## config.mk

```make
export PLATFORM = sky130hd
export DESIGN_NAME = cas_core_select
export DESIGN_NICKNAME = d
export VERILOG_FILES = /design/src/verilog/cas_pkg.sv /design/src/verilog/cas_core_select.sv /design/src/verilog/cas_unit_decode.sv
export VERILOG_INCLUDE_DIRS = /design/src /design/src/verilog
export SDC_FILE = /design/constraint.sdc
export NUM_CORES = 1
export LEC_CHECK = 0
export BUFFER_PORTS_ARGS = -buffer_cell sky130_fd_sc_hd__clkbuf_2
export CELL_PAD_IN_SITES_DETAIL_PLACEMENT = 0
export CELL_PAD_IN_SITES_GLOBAL_PLACEMENT = 1
export CORE_MARGIN = 3
export CORE_UTILIZATION = 29
export CTS_BUF_LIST = sky130_fd_sc_hd__clkbuf_8
export DETAILED_ROUTE_END_ITERATION = 6
export HOLD_SLACK_MARGIN = 0.08
export PLACE_DENSITY = 0.92
export SLEW_MARGIN = 10
export SYNTH_ARGS = -nofsm -noshare
export SYNTH_HDL_FRONTEND = slang
export SYNTH_SLANG_ARGS = --single-unit
```

## constraint.sdc

```tcl
create_clock -name mclk -period 1.9 [get_ports mclk]
set_input_delay 0.38 -clock mclk [delete_from_list [all_inputs] [get_ports mclk]]
set_output_delay 0.38 -clock mclk [all_outputs]
set_load 0.1 [all_outputs]
```

## src/verilog/cas_params.svh

```systemverilog
// Purpose: constants for the core address select and decode block
// Assumes: 15-bit word address, two units, 14-stage hold registers
// Notes: stage n of a hold register sits at bit n-1
`ifndef CAS_PARAMS_SVH
`define CAS_PARAMS_SVH
`define CAS_ADDR_W 15
`define CAS_HOLD_W 14
`define CAS_WORD_W 48
`define CAS_DRV_N 8
`define CAS_DIV_N 16
`define CAS_HOLD_RST 14'h0000
// stage positions within the hold register (stage n -> bit n-1)
`define CAS_ST01 0
`define CAS_ST02 1
`define CAS_ST03 2
`define CAS_ST06 5
`define CAS_ST07 6
`define CAS_ST08 7
`define CAS_ST09 8
`define CAS_ST12 11
`define CAS_ST13 12
`define CAS_ST14 13
// dummy load off time, in ns, and cycles at 50 ns (longest time: round down)
`define CAS_DUMMY_OFF_NS 6200
`define CAS_CLK_NS 50
`define CAS_DUMMY_OFF_CYC (`CAS_DUMMY_OFF_NS / `CAS_CLK_NS)
`define CAS_DUMMY_CNT_W 8
`endif

```

## src/verilog/cas_pkg.sv

```systemverilog
// Purpose: types for the core address select and decode block
// Assumes: cas_params.svh holds the numbers
// Notes: none
`include "cas_params.svh"
package cas_pkg;
   typedef enum logic [1:0] {cas_ld_none, cas_ld_acc, cas_ld_prog, cas_ld_buf} cas_load_t;
   typedef enum logic {cas_dummy_on, cas_dummy_off} cas_dummy_t;
   typedef logic [`CAS_HOLD_W-1:0] cas_hold_t;
endpackage : cas_pkg

```

## src/verilog/cas_core_select.sv

```systemverilog
// Purpose: address hold and drive/divert selection for odd and even core units
// Assumes: one load command at a time; drive windows come from storage sequencing
// Notes: no sense, inhibit or sequence timing here
`timescale 1ns/100ps
`include "cas_params.svh"
// Operation
// - accept a 15-bit word address, 32768 locations, octal 00000 to 77777.
// - lowest address bit routes the reference to odd or even unit.
// - other 14 bits load into the chosen unit's hold register.
// - two bits above unit bit are quadrant; low three bits pick octant.
// - next six bits pick vertical selection, top six horizontal.
// - vertical driver code is bits 1,8,7, bit 1 most significant.
// - horizontal driver code is bits 2,14,13, bit 2 most significant.
// - hold register has 14 stages and keeps address through a reference.
// - accumulator and program loads force every stage, no prior clear.
// - vertical driver from stages 01,07,08; horizontal from 02,13,14.
// - driver select ANDs read or write term with its drive window.
// - each translator selects exactly one of eight drivers.
// - one horizontal and one vertical driver narrow to 256 locations.
// - sixteen wires share a driver, eight sections per direction.
// - one horizontal and one vertical diverter complete the current path.
// - vertical diverter cycles per 8 addresses, driver per 128.
// - dummy load on when idle, off 6.2 us per reference.
// - each unit holds 16384 words of 48 bits, read all at once.
// - even unit uses first hold register, odd unit the second.
// - diverter translators use stages 03-06 and 09-12, one of sixteen.
module cas_core_select
   import cas_pkg::*;
(
   input wire logic mclk,
   input wire logic srst,
   input wire logic [`CAS_ADDR_W-1:0] operand_accumulator,
   input wire logic [`CAS_ADDR_W-1:0] program_address_source,
   input wire logic [`CAS_ADDR_W-1:0] buffer_channel_address,
   input wire logic load_from_acc,
   input wire logic load_from_prog,
   input wire logic load_from_buf,
   input wire logic read_drive,
   input wire logic write_drive,
   input wire logic dummy_drive,
   output logic unit_odd,
   output logic [`CAS_HOLD_W-1:0] even_unit_address_hold,
   output logic [`CAS_HOLD_W-1:0] odd_unit_address_hold,
   output logic [`CAS_DRV_N-1:0] even_vdrv_read,
   output logic [`CAS_DRV_N-1:0] even_vdrv_write,
   output logic [`CAS_DRV_N-1:0] even_hdrv_read,
   output logic [`CAS_DRV_N-1:0] even_hdrv_write,
   output logic [`CAS_DIV_N-1:0] even_vdiv_sel,
   output logic [`CAS_DIV_N-1:0] even_hdiv_sel,
   output logic [`CAS_DRV_N-1:0] odd_vdrv_read,
   output logic [`CAS_DRV_N-1:0] odd_vdrv_write,
   output logic [`CAS_DRV_N-1:0] odd_hdrv_read,
   output logic [`CAS_DRV_N-1:0] odd_hdrv_write,
   output logic [`CAS_DIV_N-1:0] odd_vdiv_sel,
   output logic [`CAS_DIV_N-1:0] odd_hdiv_sel,
   output logic dummy_load_sel
);
   // ====================================================
   // state
   typedef struct packed {
      cas_hold_t even_hold;
      cas_hold_t odd_hold;
      logic unit_odd;
      cas_dummy_t dummy;
      logic [`CAS_DUMMY_CNT_W-1:0] dummy_cnt;
      logic dummy_drive_prev;
   } cas_state_t;

   cas_state_t st_reg;
   cas_state_t st_next;
   logic [`CAS_ADDR_W-1:0] ld_addr;
   logic ld_any;
   logic drv_rd_win;
   logic drv_wr_win;

   // ====================================================
   // load and dummy-load sequencing
   always_comb
   begin
      st_next = st_reg;
      ld_any = load_from_acc | load_from_prog | load_from_buf;
      ld_addr = '0;
      priority case (1'b1)
         load_from_acc: ld_addr = operand_accumulator;
         load_from_prog: ld_addr = program_address_source;
         load_from_buf: ld_addr = buffer_channel_address;
         default: ld_addr = '0;
      endcase
      if (ld_any)
      begin
         // forced transfer: every stage written directly
         st_next.unit_odd = ld_addr[0];
         if (ld_addr[0])
            st_next.odd_hold = ld_addr[`CAS_ADDR_W-1:1];
         else
            st_next.even_hold = ld_addr[`CAS_ADDR_W-1:1];
      end
      // otherwise hold registers keep value
      st_next.dummy_drive_prev = dummy_drive;
      unique case (st_reg.dummy)
         cas_dummy_on:
            if (dummy_drive && !st_reg.dummy_drive_prev)
            begin
               st_next.dummy = cas_dummy_off;
               st_next.dummy_cnt = `CAS_DUMMY_CNT_W'(`CAS_DUMMY_OFF_CYC - 1);
            end
         cas_dummy_off:
            if (st_reg.dummy_cnt == '0)
               st_next.dummy = cas_dummy_on;
            else
               st_next.dummy_cnt = st_reg.dummy_cnt - 1'b1;
      endcase
   end

   always_ff @(posedge mclk)
   begin
      if (srst)
      begin
         st_reg.even_hold <= `CAS_HOLD_RST;
         st_reg.odd_hold <= `CAS_HOLD_RST;
         st_reg.unit_odd <= 1'b0;
         st_reg.dummy <= cas_dummy_on;
         st_reg.dummy_cnt <= '0;
         st_reg.dummy_drive_prev <= 1'b0;
      end
      else
         st_reg <= st_next;
   end

   assign unit_odd = st_reg.unit_odd;
   assign even_unit_address_hold = st_reg.even_hold;
   assign odd_unit_address_hold = st_reg.odd_hold;
   assign dummy_load_sel = (st_reg.dummy == cas_dummy_on);
   // windows reach only the unit under reference
   assign drv_rd_win = read_drive;
   assign drv_wr_win = write_drive;

   // ====================================================
   // translators per unit
   logic even_rd;
   logic even_wr;
   logic odd_rd;
   logic odd_wr;
   assign even_rd = drv_rd_win & ~st_reg.unit_odd;
   assign even_wr = drv_wr_win & ~st_reg.unit_odd;
   assign odd_rd = drv_rd_win & st_reg.unit_odd;
   assign odd_wr = drv_wr_win & st_reg.unit_odd;

   // sixteen wires per driver, eight sections per direction
   cas_unit_decode u_even (
      .hold(st_reg.even_hold),
      .read_drive(even_rd),
      .write_drive(even_wr),
      .vdrv_read(even_vdrv_read),
      .vdrv_write(even_vdrv_write),
      .hdrv_read(even_hdrv_read),
      .hdrv_write(even_hdrv_write),
      .vdiv_sel(even_vdiv_sel),
      .hdiv_sel(even_hdiv_sel)
   );

   cas_unit_decode u_odd (
      .hold(st_reg.odd_hold),
      .read_drive(odd_rd),
      .write_drive(odd_wr),
      .vdrv_read(odd_vdrv_read),
      .vdrv_write(odd_vdrv_write),
      .hdrv_read(odd_hdrv_read),
      .hdrv_write(odd_hdrv_write),
      .vdiv_sel(odd_vdiv_sel),
      .hdiv_sel(odd_hdiv_sel)
   );
endmodule : cas_core_select

```

## src/verilog/cas_unit_decode.sv

```systemverilog
// Purpose: per-unit driver and diverter translators
// Assumes: hold register value is stable during the drive windows
// Notes: purely combinational
`timescale 1ns/100ps
`include "cas_params.svh"
module cas_unit_decode
   import cas_pkg::*;
(
   input wire logic [`CAS_HOLD_W-1:0] hold,
   input wire logic read_drive,
   input wire logic write_drive,
   output logic [`CAS_DRV_N-1:0] vdrv_read,
   output logic [`CAS_DRV_N-1:0] vdrv_write,
   output logic [`CAS_DRV_N-1:0] hdrv_read,
   output logic [`CAS_DRV_N-1:0] hdrv_write,
   output logic [`CAS_DIV_N-1:0] vdiv_sel,
   output logic [`CAS_DIV_N-1:0] hdiv_sel
);
   // ====================================================
   // translators
   // one-hot of 3 bits: msb picks the upper four, win is the read/write term
   function automatic logic [`CAS_DRV_N-1:0] cas_drv(input logic [2:0] code, input logic win);
      logic [`CAS_DRV_N-1:0] v;
      v = '0;
      v[code] = win;
      return v;
   endfunction : cas_drv

   function automatic logic [`CAS_DIV_N-1:0] cas_div(input logic [3:0] code);
      logic [`CAS_DIV_N-1:0] v;
      v = '0;
      v[code] = 1'b1;
      return v;
   endfunction : cas_div

   logic [2:0] vcode;
   logic [2:0] hcode;
   always_comb
   begin
      // stage 01 most significant, then 08, 07
      vcode = {hold[`CAS_ST01], hold[`CAS_ST08], hold[`CAS_ST07]};
      // stage 02 most significant, then 14, 13
      hcode = {hold[`CAS_ST02], hold[`CAS_ST14], hold[`CAS_ST13]};
      vdrv_read = cas_drv(vcode, read_drive);
      vdrv_write = cas_drv(vcode, write_drive);
      hdrv_read = cas_drv(hcode, read_drive);
      hdrv_write = cas_drv(hcode, write_drive);
      vdiv_sel = cas_div(hold[`CAS_ST06:`CAS_ST03]);
      hdiv_sel = cas_div(hold[`CAS_ST12:`CAS_ST09]);
   end
endmodule : cas_unit_decode

```

==> results.sh <==
export IMPL_syn_cell_area_sq_um=3216
export IMPL_vias_per_cell=5.041
export IMPL_wl_per_cell_um=16.46
export IMPL_min_path_type="in -> reg"
export IMPL_core_sq_um=10560
export IMPL_synth_top_cell_by_area="dfxtp_1"
export IMPL_synth_top_area_frac=0.2428
export IMPL_synth_edff_count=0
export IMPL_ant_nets=0
export IMPL_synth_seq_cells=39
export IMPL_cts_tree="built"
export IMPL_dieArea_sq_um=12390
export IMPL_skew_ns=0.001321
export IMPL_clkTransAtPathRegs_ns=0.08
export IMPL_first_iter_violations=206
export IMPL_clkLatencyLatePin_ns=0.29
export IMPL_worstMarginPinSlew_ns=0.5594
export IMPL_final_hold_viol_count=0
export IMPL_startpoint_type="flop"
export IMPL_cts_root_buf="clkbuf_8"
export IMPL_final_common_cell="buf_12"
export IMPL_avgSynthCellArea_sq_um=7.067
export IMPL_syn2layout_area_growth_pct=129.6
export IMPL_drive_gt1_frac=0.6115
export IMPL_rows=37
export IMPL_antenna_cells=0
export IMPL_async_flop_share=0
export IMPL_drv_cap=0
export IMPL_routed_wl_mm=12.87
export IMPL_synth_seq_area_share=0.2428
export IMPL_port_buffer_count=210
export IMPL_max_freq_ghz=0.5471
export IMPL_ios=211
export IMPL_synth_cell_types=38
export IMPL_synth_area_leaders="dfxtp_1 (24%), nand2b_1 (10%), nor2_1 (9.1%), mux2i_1 (8.7%), nor3_1 (6.8%)"
export IMPL_gp_congestion=0.7904
export IMPL_grt_pass1_wl_mm=20.90
export IMPL_fin_setup_tns_ns=0
export IMPL_synth_main_ff_cell="dfxtp_1"
export IMPL_clockBufferDepth=2
export IMPL_critPathMaxFanout=11
export IMPL_slew_viol_final=0
export IMPL_die_w_um=111.3
export IMPL_period_share=0.9620
export IMPL_cts_max_level=2
export IMPL_crit_required_ns=1.52
export IMPL_total_power_mw=4.114
export IMPL_first_pass_iters=4
export IMPL_cts_made_buffers=5
export IMPL_final_util=0.6994
export IMPL_rsz0062_at_grt="false"
export IMPL_die_height_um=111.3
export IMPL_setup_violations=0
export IMPL_nNetsFinal=700
export IMPL_status="finished clean"
export IMPL_yosysWarnings=0
export IMPL_grt_ovfl_total=0
export IMPL_fin_crit_ns=1.828
export IMPL_syn_num_nets=510
export IMPL_dp_hpwl_mm=10.86
export IMPL_crit_type="reg -> out"
export IMPL_clock_sinks=39
export IMPL_grt_antenna_before_repair=0
export IMPL_ir_worst_vdd_v=0.0004353
export IMPL_endpoint_kind="output pin"
export IMPL_dp_cells=772
export IMPL_placed_area_sq_um=7241
export IMPL_initial_core_util=0.3046
export IMPL_track_usage=0.2012
export IMPL_relSlewSlack=0.6263
export IMPL_vias=3942
export IMPL_grt_pass1_vias=3998
export IMPL_cellLeakagePower_nw=2.891
export IMPL_layout_common_cells="buf_12 (135), clkbuf_2 (72), nand2b_1 (48)"
export IMPL_power_density_nw_per_um2=557.3
export IMPL_cp_data_arrival_time_ns=1.45
export IMPL_nFillCells=745
export IMPL_stdcell_count=782
export IMPL_drc=0
export IMPL_syn_inst=455
export IMPL_grt_max_degree=56
export IMPL_final_cell_area_sq_um=7382
-- Yosys cell counts (4+ instances only) --
| cell | n |
|---|---|
| a21oi_1 | 18 |
| a221o_1 | 14 |
| a31oi_1 | 4 |
| and3_1 | 8 |
| buf_2 | 6 |
| buf_4 | 29 |
| clkbuf_1 | 19 |
| dfxtp_1 | 39 |
| inv_1 | 18 |
| mux2i_1 | 28 |
| nand2_1 | 31 |
| nand2b_1 | 53 |
| nand3_1 | 6 |
| nand3b_1 | 16 |
| nor2_1 | 78 |
| nor2b_1 | 8 |
| nor3_1 | 44 |
| nor4_1 | 6 |
| o21ai_0 | 4 |
-- layout make-up --
class | instances | area, sq um | area share
clock buffers | 5 | 68.82 | 0.009322
clock inverters | 3 | 15.01 | 0.002034
inverters | 18 | 67.56 | 0.009153
multi-input cells | 343 | 2953 | 0.4000
flip-flops and latches | 39 | 808.3 | 0.1095
well taps | 136 | 170.2 | 0.02305
repair buffers | 238 | 3299 | 0.4469
-- critical path: stages, from the launching register on --
cell     delay, ns
dfxtp_1       0.38
buf_4         0.32
nand2_2       0.16
nor2_4        0.13
buf_12        0.18
-- final timing paths --
kind,from,end,slack [ns],depth (start not counted)
min reg2reg,odd_unit_address_hold[1],odd_unit_address_hold[1],0.52,2
max,odd_unit_address_hold[1],odd_hdrv_read[5],0.07,4
max reg2reg,st_reg[1],st_reg[6],0.22,6
min,dummy_drive,st_reg[0],0.35,2
-- power by group --
part           switching, mW  leakage [nW]  internal [mW]
Combinational           1.71          2.51          0.783
Sequential             0.172         0.330          0.904
Clock                  0.290        0.0496          0.252
-- per-layer routing --
| metal | GRT usage | part of all wire |
|---|---|---|
| met5 | 0 | 0 |
| met4 | 0.05272 | 0.020 |
| met3 | 0.03493 | 0.050 |
| met2 | 0.3920 | 0.55 |
| met1 | 0.2226 | 0.38 |
-- what timing repair did --
item	in CTS	in global routing
pin swaps	1	0
cloned	0	0
buffers inserted	2	0
resized for setup	20	6
endpoints found under the setup margin	63	15
hold buffers	0	0
-- cell families (layout without fill, tap and decap cells) --
family	after synthesis	in the layout	share of synthesized area
fa+ha+maj	2	2	0.007781
flops	39	39	0.2428
compound gates	48	48	0.1101
buf+inv	73	264	0.1214
mux	30	30	0.09416
simple gates	263	263	0.4237
-- metrics by stage --
step	hold slack (ns)	worst slack [ns]
finish	0.3509	0.07222
global route	0.3575	0.002817
CTS	0.3488	0.001230
detailed placement	0.5110	0.09546
global placement	0.4833	0.1544
floorplan	0.4784	-0.4391
No activity file was read; power rests on OpenSTA's default activity.
